$ cat config.mk
export PLATFORM = sky130hd
export DESIGN_NAME = afc_ctrl
export DESIGN_NICKNAME = d
export VERILOG_FILES = /design/src/rtl/afc_pkg.sv /design/src/rtl/afc_ctrl.sv
export VERILOG_INCLUDE_DIRS = /design/src /design/src/rtl
export SDC_FILE = /design/constraint.sdc
export NUM_CORES = 1
export LEC_CHECK = 0
export ABC_CLOCK_PERIOD_IN_PS = 5400
export BUFFER_PORTS_ARGS = -buffer_cell sky130_fd_sc_hd__buf_4
export CAP_MARGIN = 40
export CORE_MARGIN = 2
export CORE_UTILIZATION = 51
export DETAILED_ROUTE_END_ITERATION = 10
export HOLD_SLACK_MARGIN = 0.02
export PLACE_DENSITY = 0.77
export SLEW_MARGIN = 10
export SYNTH_ARGS = -nofsm -noshare
export SYNTH_HDL_FRONTEND = slang
export SYNTH_SLANG_ARGS = --single-unit
$ cat constraint.sdc
create_clock -name sys_clk -period 5.4 [get_ports sys_clk]
set_input_delay 0.81 -clock sys_clk [delete_from_list [all_inputs] [get_ports sys_clk]]
set_output_delay 0.81 -clock sys_clk [all_outputs]
set_load 0.05 [all_outputs]
$ cat src/rtl/afc_defs.svh
`ifndef AFC_DEFS_SVH
`define AFC_DEFS_SVH
// register map and field layout
`define AFC_CONF_OFFSET    8'hAC
`define AFC_HIGH_MSB       23
`define AFC_HIGH_LSB       16
`define AFC_LOW_MSB        15
`define AFC_LOW_LSB        8
`define AFC_DUR_MSB        7
`define AFC_DUR_LSB        4
`define AFC_MULT_BIT       3
`define AFC_BRD_BIT        2
`define AFC_ADDR_BIT       1
`define AFC_ANY_BIT        0
`define AFC_CONF_RESET     32'h0000_0000
`define AFC_CONF_WMASK     32'h00FF_FFFF
// fill level unit is 64 bytes: level in units = bytes >> 6
`define AFC_UNIT_SHIFT     6
// clock and jam timing, times in nanoseconds
`define AFC_CLK_NS         40
`define AFC_JAM_STEP_NS    50000
`define AFC_JAM_10M_ADD_NS 2200
`endif

$ cat src/rtl/afc_pkg.sv
package afc_pkg;
  // controller state, one-hot
  typedef enum logic [2:0] {
    AFC_IDLE   = 3'b001,
    AFC_PAUSED = 3'b010,
    AFC_JAM    = 3'b100
  } afc_state_e;
  // received frame classification from the MAC
  typedef struct packed {
    logic start;    // valid preamble seen, one-cycle pulse
    logic hdr;      // address decoded, one-cycle pulse
    logic mcast;
    logic bcast;
    logic ucast_me;
  } afc_rx_s;
  // all state of the controller
  typedef struct packed {
    afc_state_e  st;
    logic [23:0] cfg;
    logic        pause_req;
    logic        pause_zero;
    logic        paused;
    logic        jam;
    logic [15:0] jam_cnt;
    logic [31:0] rdata;
  } afc_st_s;
endpackage

$ cat src/rtl/afc_ctrl.sv
`timescale 1ns/100ps
`default_nettype none
`include "afc_defs.svh"
// How it works
// [RULE_01] trigger when fill reaches high level*64 bytes
// [RULE_02] full duplex: send one pause at high level
// [RULE_03] half duplex: jam matching frames for duration
// [RULE_04] below low level: send zero-time pause
// [RULE_05] zero pause only after pause was sent
// [RULE_06] zero pause active when any select set
// [RULE_07] host keeps low level below high level
// [RULE_08] duration field sets jam time, half only
// [RULE_09] multicast select jams multicast frames
// [RULE_10] broadcast select jams broadcast frames
// [RULE_11] address select jams frames for us
// [RULE_12] nothing sent while transmitter disabled
// [RULE_13] any-frame select overrides, enables full duplex
// [RULE_14] any-frame: jam on preamble, pause immediately
// [RULE_15] duration codes map to table microseconds
// [RULE_16] pause request held until acknowledged
// [RULE_17] reset clears config and paused state
module afc_ctrl #(
  parameter int FILL_W = 14
) (
  input  wire logic                 sys_clk,
  input  wire logic                 rst_n,
  input  wire logic                 reg_wr,
  input  wire logic                 reg_rd,
  input  wire logic [7:0]           reg_addr,
  input  wire logic [31:0]          reg_wdata,
  output logic [31:0]               reg_rdata,
  input  wire logic [FILL_W-1:0]    rx_fill_bytes,
  input  wire logic                 full_duplex,
  input  wire logic                 speed_100,
  input  wire logic                 tx_enable,
  input  wire afc_pkg::afc_rx_s     rx_info,
  output logic                      pause_req,
  output logic                      pause_zero,
  input  wire logic                 pause_ack,
  output logic                      jam_out,
  output logic                      paused
);
  // jam timing in sys_clk cycles; the slow-link extra is rounded up so a
  // 10 Mb/s link never gets a shorter jam than asked for; at 40 ns it
  // divides exactly, so no rounding happens at the default clock
  localparam int unsigned STEP_CYC = `AFC_JAM_STEP_NS / `AFC_CLK_NS;       // 50 us
  localparam int unsigned ADD_CYC  = (`AFC_JAM_10M_ADD_NS + `AFC_CLK_NS - 1)
                                     / `AFC_CLK_NS;                          // 2.2 us
  localparam int unsigned FIVE_CYC = STEP_CYC / 10;                          // 5 us

  // every register of the block lives in q, so reset and update sit in one place
  afc_pkg::afc_st_s q, d;          // registered state and its next value
  logic [7:0]       fill_units;    // fill in 64-byte units
  logic             hi_hit;        // level reached
  logic             lo_under;      // level dropped below low
  logic             any_sel;       // any selection enabled
  logic             match;         // incoming frame meets criteria
  logic [15:0]      jam_len;       // jam length in cycles

  // saturate fill to 8 bits of units so large FIFOs still compare
  // a FIFO deeper than 255 units reads as full scale, which still meets any
  // 8-bit high level and is never under a low level, so no compare changes
  always_comb begin
    if ((rx_fill_bytes >> `AFC_UNIT_SHIFT) > FILL_W'(8'hFF)) begin
      fill_units = 8'hFF;
    end else begin
      fill_units = 8'((rx_fill_bytes >> `AFC_UNIT_SHIFT));
    end
  end

  // levels compare in whole units; a partly filled unit does not count
  // a high level of zero leaves the trigger armed all the time
  assign hi_hit   = fill_units >= q.cfg[`AFC_HIGH_MSB:`AFC_HIGH_LSB];  // [RULE_01]
  assign lo_under = fill_units <  q.cfg[`AFC_LOW_MSB:`AFC_LOW_LSB];    // [RULE_04]
  assign any_sel  = |q.cfg[`AFC_MULT_BIT:`AFC_ANY_BIT];            // [RULE_06]

  // frame selection; any-frame acts on preamble, others on decoded header
  // the class qualifiers only mean something in the cycle of the header pulse
  always_comb begin
    if (q.cfg[`AFC_ANY_BIT]) begin
      match = rx_info.start;                                        // [RULE_13] [RULE_14]
    end else begin
      match = rx_info.hdr &                                         // [RULE_09] [RULE_10] [RULE_11]
              ((q.cfg[`AFC_MULT_BIT] & rx_info.mcast) |
               (q.cfg[`AFC_BRD_BIT]  & rx_info.bcast) |
               (q.cfg[`AFC_ADDR_BIT] & rx_info.ucast_me));
    end
  end

  // duration code to cycles: 5,10,15,25 us then 50 us steps
  // read live, so a rewrite during a jam only affects the next jam
  always_comb begin
    logic [3:0] code;
    code = q.cfg[`AFC_DUR_MSB:`AFC_DUR_LSB];
    case (code)                                                     // [RULE_15]
      4'h0:    jam_len = 16'(FIVE_CYC);
      4'h1:    jam_len = 16'(2 * FIVE_CYC);
      4'h2:    jam_len = 16'(3 * FIVE_CYC);
      4'h3:    jam_len = 16'(5 * FIVE_CYC);
      default: jam_len = 16'((32'(code) - 32'd3) * STEP_CYC);
    endcase
    if (!speed_100) begin
      jam_len = jam_len + 16'(ADD_CYC);                             // [RULE_15]
    end
  end

  // next-state logic
  always_comb begin
    d = q;
    d.rdata = 32'h0000_0000;
    // register read: only the config word is mapped, rest reads zero
    if (reg_rd && reg_addr == `AFC_CONF_OFFSET) begin
      d.rdata = {8'h00, q.cfg};
    end
    // reserved top byte is never stored, so it always reads back as zero
    if (reg_wr && reg_addr == `AFC_CONF_OFFSET) begin
      d.cfg = 24'(reg_wdata & `AFC_CONF_WMASK);
    end
    // request held until the MAC accepts it
    // the remembered pause follows the kind of frame the MAC took
    if (q.pause_req && pause_ack) begin                              // [RULE_16]
      d.pause_req = 1'b0;
      if (q.pause_zero) begin
        d.paused = 1'b0;                                            // [RULE_05]
      end else begin
        d.paused = 1'b1;                                            // [RULE_05]
      end
    end
    case (q.st)
      afc_pkg::AFC_IDLE: begin
        d.jam = 1'b0;
        if (!tx_enable || !any_sel) begin
          // stay quiet while transmitter off or feature disabled
        end else if (full_duplex) begin
          // full duplex: only any-frame enables pause; one per crossing
          if (q.cfg[`AFC_ANY_BIT] && hi_hit && !q.paused && !q.pause_req) begin  // [RULE_02] [RULE_12]
            d.pause_req  = 1'b1;
            d.pause_zero = 1'b0;
            d.st         = afc_pkg::AFC_PAUSED;
          end
        end else if (hi_hit && match) begin                         // [RULE_03] [RULE_12]
          d.jam     = 1'b1;
          d.jam_cnt = jam_len;                                      // [RULE_08]
          d.st      = afc_pkg::AFC_JAM;
        end
        // zero pause once level drops after a pause was sent
        // checked in either duplex: a link that fell back to half duplex
        // still needs the remote end released
        if (tx_enable && any_sel && q.paused && !q.pause_req && lo_under) begin  // [RULE_04]
          d.pause_req  = 1'b1;
          d.pause_zero = 1'b1;
        end
      end
      afc_pkg::AFC_PAUSED: begin
        // wait for the pause to go out, then fall back to idle
        if (!q.pause_req) begin
          d.st = afc_pkg::AFC_IDLE;
        end
      end
      afc_pkg::AFC_JAM: begin
        // transmitter off cuts the jam short
        // matches during a jam are ignored; the jam is never stretched
        if (!tx_enable || q.jam_cnt <= 16'h0001) begin               // [RULE_12] [RULE_08]
          d.jam     = 1'b0;
          d.jam_cnt = 16'h0000;
          d.st      = afc_pkg::AFC_IDLE;
        end else begin
          d.jam_cnt = q.jam_cnt - 16'h0001;
        end
      end
      default: d.st = afc_pkg::AFC_IDLE;
    endcase
  end

  // state register; reset clears config and remembered pause
  // synchronous reset: nothing clears between clock edges
  always_ff @(posedge sys_clk) begin
    if (!rst_n) begin
      q.st         <= afc_pkg::AFC_IDLE;
      q.cfg        <= 24'(`AFC_CONF_RESET);                          // [RULE_17]
      q.pause_req  <= 1'b0;
      q.pause_zero <= 1'b0;
      q.paused     <= 1'b0;                                         // [RULE_17]
      q.jam        <= 1'b0;
      q.jam_cnt    <= 16'h0000;
      q.rdata      <= 32'h0000_0000;
    end else begin
      q <= d;
    end
  end

  // every output is a register bit; nothing combinational leaves the block
  assign reg_rdata  = q.rdata;
  assign pause_req  = q.pause_req;
  assign pause_zero = q.pause_zero;
  assign jam_out    = q.jam;
  assign paused     = q.paused;

  // jam never starts with transmitter off
  AST_NO_JAM_TX_OFF: assert property (@(posedge sys_clk) disable iff (!rst_n)  // [RULE_12]
    (!tx_enable && !q.jam) |=> !q.jam) else $error("jam started with tx off");
  // request stays until acknowledged
  AST_REQ_HELD: assert property (@(posedge sys_clk) disable iff (!rst_n)  // [RULE_16]
    (q.pause_req && !pause_ack) |=> q.pause_req) else $error("pause request dropped");
  // zero pause only when paused
  AST_ZERO_AFTER_PAUSE: assert property (@(posedge sys_clk) disable iff (!rst_n)  // [RULE_05]
    $rose(q.pause_req) && q.pause_zero |-> q.paused) else $error("zero pause unpaused");
  // full-duplex pause only once until zero pause
  AST_ONE_PAUSE: assert property (@(posedge sys_clk) disable iff (!rst_n)  // [RULE_02]
    $rose(q.pause_req) && !q.pause_zero |-> !q.paused) else $error("second pause");
  // ack of a normal pause sets paused
  AST_PAUSED_SET: assert property (@(posedge sys_clk) disable iff (!rst_n)  // [RULE_05]
    (q.pause_req && pause_ack && !q.pause_zero) |=> q.paused) else $error("paused not set");
  // jam starts with duration loaded
  AST_JAM_LOAD: assert property (@(posedge sys_clk) disable iff (!rst_n)  // [RULE_08]
    $rose(q.jam) |-> q.jam_cnt == $past(jam_len)) else $error("bad jam length");
  // no jam starts in full duplex
  AST_NO_JAM_FD: assert property (@(posedge sys_clk) disable iff (!rst_n)  // [RULE_03]
    (full_duplex && !q.jam) |=> !q.jam) else $error("jam in full duplex");
  // no action with all selects clear
  AST_OFF_QUIET: assert property (@(posedge sys_clk) disable iff (!rst_n)  // [RULE_06]
    (!any_sel && !q.pause_req && !q.jam) |=> !$rose(q.pause_req) && !$rose(q.jam))
    else $error("action while disabled");

  // checks below watch the registered state and the inputs from the MAC;
  // all but the reset check are held off while reset is applied
  // jam only starts once the level is reached
  AST_JAM_NEEDS_HI: assert property (@(posedge sys_clk) disable iff (!rst_n)  // [RULE_01]
    $rose(q.jam) |-> $past(hi_hit))
    else $error("jam below high level");
  // normal pause only once the level is reached
  AST_PAUSE_NEEDS_HI: assert property (@(posedge sys_clk) disable iff (!rst_n)  // [RULE_01]
    ($rose(q.pause_req) && !q.pause_zero) |-> $past(hi_hit))
    else $error("pause below high level");
  // normal pause only in full duplex
  AST_PAUSE_FD_ONLY: assert property (@(posedge sys_clk) disable iff (!rst_n)  // [RULE_02]
    ($rose(q.pause_req) && !q.pause_zero) |-> $past(full_duplex))
    else $error("pause in half duplex");
  // jam only for a matching frame in half duplex
  AST_JAM_HD_MATCH: assert property (@(posedge sys_clk) disable iff (!rst_n)  // [RULE_03]
    $rose(q.jam) |-> $past(match) && !$past(full_duplex))
    else $error("jam without match");
  // no jam while in the pausing state (a normal pause outstanding)
  AST_NO_JAM_PAUSED: assert property (@(posedge sys_clk) disable iff (!rst_n)  // [RULE_03]
    (q.st == afc_pkg::AFC_PAUSED) |-> !q.jam)
    else $error("jam while pausing");
  // zero pause only below the low level
  AST_ZERO_NEEDS_LOW: assert property (@(posedge sys_clk) disable iff (!rst_n)  // [RULE_04]
    ($rose(q.pause_req) && q.pause_zero) |-> $past(lo_under))
    else $error("zero pause above low level");
  // accepted zero pause clears the remembered pause
  AST_ZERO_CLEARS: assert property (@(posedge sys_clk) disable iff (!rst_n)  // [RULE_05]
    (q.pause_req && pause_ack && q.pause_zero) |=> !q.paused)
    else $error("paused not cleared");
  // zero pause only with a selection enabled
  AST_ZERO_NEEDS_SEL: assert property (@(posedge sys_clk) disable iff (!rst_n)  // [RULE_06]
    ($rose(q.pause_req) && q.pause_zero) |-> $past(any_sel))
    else $error("zero pause while disabled");
  // jam counter steps down by one each cycle
  AST_JAM_COUNTS: assert property (@(posedge sys_clk) disable iff (!rst_n)  // [RULE_08]
    (q.jam && tx_enable && q.jam_cnt > 16'h0001) |=> q.jam && (q.jam_cnt == $past(q.jam_cnt) - 16'h0001))
    else $error("jam count skipped");
  // jam ends when the count runs out
  AST_JAM_ENDS: assert property (@(posedge sys_clk) disable iff (!rst_n)  // [RULE_08]
    (q.jam && q.jam_cnt <= 16'h0001) |=> !q.jam)
    else $error("jam overran");
  // without any-frame, a jam needs a header of a selected class
  AST_JAM_CLASS: assert property (@(posedge sys_clk)  // [RULE_09] [RULE_10] [RULE_11]
    disable iff (!rst_n)
    ($rose(q.jam) && !$past(q.cfg[`AFC_ANY_BIT])) |->
      $past(rx_info.hdr & ((q.cfg[`AFC_MULT_BIT] & rx_info.mcast) |
                           (q.cfg[`AFC_BRD_BIT] & rx_info.bcast) |
                           (q.cfg[`AFC_ADDR_BIT] & rx_info.ucast_me))))
    else $error("jam for unselected frame");
  // no pause request starts with transmitter off
  AST_NO_PAUSE_TX_OFF: assert property (@(posedge sys_clk) disable iff (!rst_n)  // [RULE_12]
    (!tx_enable && !q.pause_req) |=> !q.pause_req)
    else $error("pause with tx off");
  // transmitter off ends a running jam
  AST_JAM_TX_CUT: assert property (@(posedge sys_clk) disable iff (!rst_n)  // [RULE_12]
    (q.jam && !tx_enable) |=> !q.jam)
    else $error("jam kept with tx off");
  // normal pause only with any-frame select
  AST_PAUSE_NEEDS_ANY: assert property (@(posedge sys_clk) disable iff (!rst_n)  // [RULE_13]
    ($rose(q.pause_req) && !q.pause_zero) |-> $past(q.cfg[`AFC_ANY_BIT]))
    else $error("pause without any-frame");
  // any-frame jam starts on a preamble
  AST_ANY_ON_PREAMBLE: assert property (@(posedge sys_clk) disable iff (!rst_n)  // [RULE_14]
    ($rose(q.jam) && $past(q.cfg[`AFC_ANY_BIT])) |-> $past(rx_info.start))
    else $error("any-frame jam without preamble");
  // loaded length lies inside the duration table
  AST_JAM_RANGE: assert property (@(posedge sys_clk) disable iff (!rst_n)  // [RULE_15]
    $rose(q.jam) |-> (q.jam_cnt >= 16'(FIVE_CYC)) && (q.jam_cnt <= 16'(12 * STEP_CYC + ADD_CYC)))
    else $error("jam length out of table");
  // acknowledge drops the request next cycle
  AST_ACK_DROPS: assert property (@(posedge sys_clk) disable iff (!rst_n)  // [RULE_16]
    (q.pause_req && pause_ack) |=> !q.pause_req)
    else $error("request kept after ack");
  // kind of pause holds with its request
  AST_KIND_HELD: assert property (@(posedge sys_clk) disable iff (!rst_n)  // [RULE_16]
    (q.pause_req && !pause_ack) |=> $stable(q.pause_zero))
    else $error("pause kind changed");
  // pausing state returns to idle once the request is taken
  AST_PAUSED_RETURNS: assert property (@(posedge sys_clk) disable iff (!rst_n)  // [RULE_02]
    (q.st == afc_pkg::AFC_PAUSED && !q.pause_req) |=> (q.st == afc_pkg::AFC_IDLE))
    else $error("stuck in pausing state");
  // state stays one-hot
  AST_STATE_ONEHOT: assert property (@(posedge sys_clk) disable iff (!rst_n)  // [RULE_03]
    $onehot(q.st))
    else $error("state not one-hot");
  // reset clears config, pause memory, pause request and jam
  AST_RESET_CLEARS: assert property (@(posedge sys_clk)  // [RULE_17]
    !rst_n |=> (q.cfg == 24'h00_0000) && !q.paused && !q.pause_req && !q.jam)
    else $error("reset left state behind");
endmodule
`default_nettype wire

==> impl_metrics.ini, run 1 <==
[power_and_ir_drop]
leakage_nw = 2.712
peakVddDrop_mv = 0.1075
p_per_area_nw_per_um2 = 172.4

[sta]
rsz0062_at_grt = no
slew_viol_final = 0
finalCritPeriodShare_pct = 91.67
maxSlewHeadroom_pct = 55.13
tns_ns = 0
finClkSkew_ns = 0.008173
finalHoldViolCount = 0
clock.fmax_mhz = 202.0
worst_slack_ns = 0.4497
tightest_slew_ns = 0.6731
min_period_ns = 4.950
finalSetupViolations = 0

[clock_tree]
cts_buffers = 9
cts_sinks = 71
clk-insertion-delay-late_ns = 0.34
cts_tree = built
cts_hold_buffers = 0
clk_path_buf_depth = 2
cts_resized = 0
root_buffer = clkbuf_8
clkTransAtPathRegs_ns = 0.08
cts_setup_buffers = 0
cts_max_level = 3

[final_layout]
final_nets = 782
diodes = 0
seqCellArea_um2 = 1424
stdcell_count = 794
utilization_pct = 59.73
fillers = 842
drive_gt1_share_pct = 18.00
area_growth_pct = 14.20
multi_input_area_um2 = 3138

[detailed_routing]
vias = 4293
wl_per_cell_um = 14.36
routed_wl_um = 11400
vias_per_cell = 5.407
drc_errors = 0
drtIter0Drc = 210
drtPass1Iterations = 5
ant_nets = 0

[logic_synthesis]
yosysMostFrequentCell = dfxtp_1
syn_area_per_cell_um2 = 8.372
synthTopCellsByArea = dfxtp_1, ha_1, mux2i_1
synth_seq_area_share_pct = 28.06
netlist_top_cells_count = dfxtp_1, nor2_1, inv_1
yosys_warnings = 0
synth_top_cell_by_area = dfxtp_1
ys_seq_elements = 71
synthCells = 605
yosys.area.top_type_share_pct = 28.06
async_flop_share_pct = 0
synth_ff_type = dfxtp_1
synthesis.area_um2 = 5065
ys_types = 65
synth-edff-count = 0

[global_route]
overflow = 0
grt_pass1_vias = 4376
grt_max_degree = 30
grt_pass1_wl_um = 19910
antenna_found_initial = 0
grt_usage_pct = 22.15

[die]
ioPinCount = 103
die_area_um2 = 10740
core_um2 = 9684
die_w_um = 103.7
row_count = 36
start_util_pct = 52.30
die_height_um = 103.7

[placed_design]
port_buffers = 80
dp_hpwl_um = 8820
dp_cells = 778
gp_congestion = 0.8499
dpl_worst_slack_ns = 0.1424

[setup_path]
startpoint = q[56]
worst_ep_arrival_time_ns = 5.18
worst_setup_path_end_kind = flop
rrSetupSlack_ns = 0.45
critical_path_class = flop to flop
critPathLaunchType = flop
endpoint = q[45]
critPathRequiredTime_ns = 5.63
r2r_cells = 20
r2r-start = q[56]
worstPathMaxFanout = 10
regToRegEndpoint = q[45]

[min_path]
hp-class = flop to flop

[status]
status = finished clean

[flow_run]
drv_cap = 0
## layout by cell type, fill, tap and decap left out, types with 3 or more instances in the layout
cell type / Yosys / final
a211oi_1: 3 / 3
a21o_1: 8 / 8
a21oi_1: 35 / 34
a22oi_1: 5 / 5
a31oi_1: 6 / 6
and2_1: 28 / 28
and3_1: 5 / 5
buf_4: 33 / 87
clkbuf_8: 0 / 11
conb_1: 1 / 8
dfxtp_1: 71 / 69
fa_1: 9 / 9
ha_1: 50 / 49
inv_1: 58 / 58
mux2i_1: 28 / 28
nand2_1: 29 / 29
nand2b_1: 6 / 6
nand3_1: 11 / 11
nand3b_1: 3 / 3
nor2_1: 60 / 60
nor2b_1: 3 / 3
nor3_1: 11 / 11
nor4_1: 5 / 5
o211ai_1: 4 / 4
o21a_1: 5 / 5
o21ai_0: 8 / 8
o21ai_1: 14 / 14
o22ai_1: 7 / 7
o31a_1: 3 / 3
o31ai_1: 5 / 5
o32ai_1: 3 / 3
or3_1: 3 / 3
or4_1: 4 / 4
xnor2_1: 19 / 18
xor2_1: 8 / 7
## layout make-up
| cell class | count | share of cell area, % |
|---|---|---|
| inverters | 59 | 3.829 |
| repair buffers | 88 | 11.38 |
| clock inverters | 3 | 0.3028 |
| multi-input cells | 427 | 54.25 |
| flip-flops and latches | 71 | 24.62 |
| well taps | 133 | 2.877 |
| clock buffers | 13 | 2.747 |
## critical path, stage by stage (launching register included)
cell and delay [ns]:
dfxtp_2 0.39, a21oi_2 0.21, xor2_2 0.27, inv_1 0.16
xnor2_1 0.16, ha_1 0.20, a21o_1 0.15, ha_1 0.28
ha_1 0.28, inv_1 0.05, fa_1 0.50, inv_1 0.04
ha_1 0.40, and2_1 0.25, a221oi_2 0.27, and3_1 0.19
o21ai_1 0.13, or2_0 0.31, o311a_1 0.34, o21bai_1 0.17
a31oi_1 0.10
## cell families after synthesis
logic type               after synthesis  synth area share (%)
buffers and inverters                114                 11.07
AND/OR/NAND/NOR                      180                 18.16
adder cells (fa/ha/maj)               59                 15.91
other                                  1               0.07404
multiplexers                          29                 5.756
AO/OA/AOI/OAI                        124                 16.31
flip-flops                            71                 28.06
XOR/XNOR                              27                 4.669
## worst min-delay path by stage
stage	start	to	slack [ns]	depth (start not counted)
6_report	q[63]	reg_rdata[11]	0.48	1
5_1_grt	q[61]	reg_rdata[9]	0.50	1
4_1_cts	q[63]	reg_rdata[11]	0.49	1
3_5_place_dp	q[63]	reg_rdata[11]	0.47	1
3_3_place_gp	q[38]	q[38]	0.46	2
2_1_floorplan	q[60]	reg_rdata[8]	0.45	1
## flip-flops by register name, summed over array words and instances, names as in the netlist
signal      cells
pause_req       1
pause_zero      1
reg_rdata      24
paused          1
jam_out         1
q              43
## layer usage
layer / GRT usage (%) / routed length, um / vias up
met2: 39.17 / 5783 / 139
met4: 7.239 / 174 / 0
met1: 26.27 / 4804 / 2003
li1: - / - / 2134
met5: 0 / 0 / -
met3: 5.538 / 640 / 17
## where the power goes
part           internal, mW  leakage (nW)  switching [mW]  total (mW)
sequential            0.523         0.573        0.000224       0.524
clock                 0.191        0.0894           0.190       0.381
combinational        0.0431          2.05          0.0489      0.0920
## through the flow
step                instance area, um^2  power, mW  hold WS (ns)
floorplan                          5091     0.5887        0.4473
global placement                   5572     0.6247        0.4636
detailed placement                 5577     0.6269        0.4690
CTS                                5753      1.003        0.4858
global route                       5784      1.038        0.5048
finish                             5784     0.9970        0.4834
Power figures use the tool's default switching activity.
==> run 2, diff against run 1 <==
--- a/config.mk
+++ b/config.mk
@@ -9,6 +9,7 @@
 export ABC_CLOCK_PERIOD_IN_PS = 5400
 export BUFFER_PORTS_ARGS = -buffer_cell sky130_fd_sc_hd__buf_4
 export CAP_MARGIN = 40
+export CORE_ASPECT_RATIO = 0.8
 export CORE_MARGIN = 2
 export CORE_UTILIZATION = 51
 export DETAILED_ROUTE_END_ITERATION = 10
==> run 2 against run 1 <==
  * Sequential power barely moved
  * Cell area rose by 2.0%
  * Power rose by 21%
  * Sequential share of layout area fell by 0.48 points
  * Via count rose by 1.7%
  * Critical endpoint unchanged
  * Largest cell class unchanged
  * Highest routed layer unchanged
==> impl_metrics.ini, run 2 (same netlist as run 1, synthesis figures left out) <==
[sta]
tns_ns = 0
rsz0062_at_grt = no
clock.fmax_mhz = 198.2
slew_viol_final = 0
maxSlewHeadroom_pct = 38.60
tightest_slew_ns = 0.9140
whs_ns = 0.4820
min_period_ns = 5.046
finalSetupViolations = 0
finalHoldViolCount = 0
finClkSkew_ns = 0.007010
finalCritPeriodShare_pct = 93.44

[placed_design]
dp_hpwl_um = 8753
gp_congestion = 0.9061
dp_cells = 780
port_buffers = 80

[final_layout]
regMostFlops = q
mostFrequentLayoutCells = buf_4, dfxtp_1, nor2_1
layout_commonest_cell = buf_4
fillers = 803
stdcell_count = 796
largest_register_ff_count = 43
diodes = 0
area_growth_pct = 16.45
drive_gt1_share_pct = 17.88
final_nets = 781

[setup_path]
worst_setup_path_end_kind = flop
critPathRequiredTime_ns = 5.61
worst_ep_arrival_time_ns = 5.25
worstPathMaxFanout = 9
critical_path_class = flop to flop
critPathLaunchType = flop

[clock_tree]
clk-insertion-delay-late_ns = 0.33
clk_path_buf_depth = 2
cts_sinks = 71
cts_resized = 0
cts_buffers = 9
cts_setup_buffers = 0
cts_max_level = 3
cts_tree = built
root_buffer = clkbuf_16
clkTransAtPathRegs_ns = 0.06
cts_hold_buffers = 0

[detailed_routing]
drtIter0Drc = 327
routed_wl_um = 11680
ant_nets = 0
drc_errors = 0
drtPass1Iterations = 4
vias_per_cell = 5.487
vias = 4368
wl_per_cell_um = 14.68

[global_route]
overflow = 0
grt_max_degree = 25
grt_pass1_vias = 3996
grt_pass1_wl_um = 18880
antenna_found_initial = 0
grt_usage_pct = 21.88

[power_and_ir_drop]
p_per_area_nw_per_um2 = 204.4
leakage_nw = 2.761
net-switching-power_mw = 0.2790
p_int_mw = 0.9268
pwr-share-clk_pct = 49.0
peakVddDrop_mv = 0.1567
switching_share_pct = 23.14
pwr-share-seq_pct = 43.5
power.share.combinational_pct = 7.6

[die]
die_area_um2 = 10750
die_height_um = 93.14
die_w_um = 115.4
core_um2 = 9649
row_count = 32
ioPinCount = 103
start_util_pct = 52.49

[min_path]
hp-class = flop to flop

[status]
status = finished clean

[flow_run]
drv_cap = 0
-- run 2: cell count changes in the layout (fill, tap and decap cells not counted), sizes merged --
cell,change
bufinv,+1
inv,+1
buf,-1
clkbuf,-3
clkinv,+1
-- run 2: cell type report --
class                   instances  area (um^2)  area share, %
multi-input cells             427         3132          53.10
clock inverters                 6        68.82          1.167
well taps                     136        170.2          2.885
clock buffers                  10        229.0          3.882
repair buffers                 87        653.1          11.07
inverters                      59        221.5          3.755
flip-flops and latches         71         1424          24.14
-- run 2: power groups by stage --
stage	Clock, mW	Sequential, mW	Combinational [mW]
2_1_floorplan	0	0.536	0.0530
3_3_place_gp	0	0.536	0.0889
3_5_place_dp	0	0.536	0.0901
4_1_cts	0.597	0.524	0.0909
5_1_grt	0.615	0.524	0.100
6_report	0.590	0.524	0.0913
-- run 2: worst paths after layout --
path                    from      to  slack (ns)  cells past startpoint
setup / recovery       q[57]   q[45]        0.35                     20
hold reg to reg   pause_zero  paused        0.48                      1
hold / removal    pause_zero  paused        0.48                      1
setup reg to reg       q[57]   q[45]        0.35                     20
-- run 2: worst max-delay path: stages, from the launching register on --
cell and delay (ns):
dfxtp_2 0.39, a21oi_2 0.22, xor2_2 0.24, inv_1 0.15
xnor2_1 0.15, ha_1 0.19, a21o_1 0.15, ha_1 0.28
ha_1 0.27, inv_1 0.05, fa_1 0.50, inv_1 0.05
ha_1 0.41, and2_1 0.26, a221oi_1 0.35, and3_1 0.22
o21ai_1 0.13, or2_0 0.31, o311a_1 0.33, o21bai_1 0.18
a31oi_1 0.10
-- run 2: per-stage QoR --
stage	setup WS [ns]	power, mW	cell area (um^2)	util [%]
floorplan	0.3543	0.5887	5091	-
global placement	0.3607	0.6246	5568	57.70
detailed placement	0.2026	0.6259	5575	57.78
CTS	0.1714	1.212	5873	60.87
global route	0.01322	1.239	5898	61.13
finish	0.3544	1.206	5898	61.13
-- run 2: metal layers --
metal | GRT usage (%) | vias up | wire [um]
met1 | 31.32 | 2056 | 5554
met4 | 6.426 | 0 | 115
met2 | 33.72 | 160 | 5241
li1 | - | 2141 | -
met3 | 3.694 | 11 | 773
met5 | 0 | - | 0
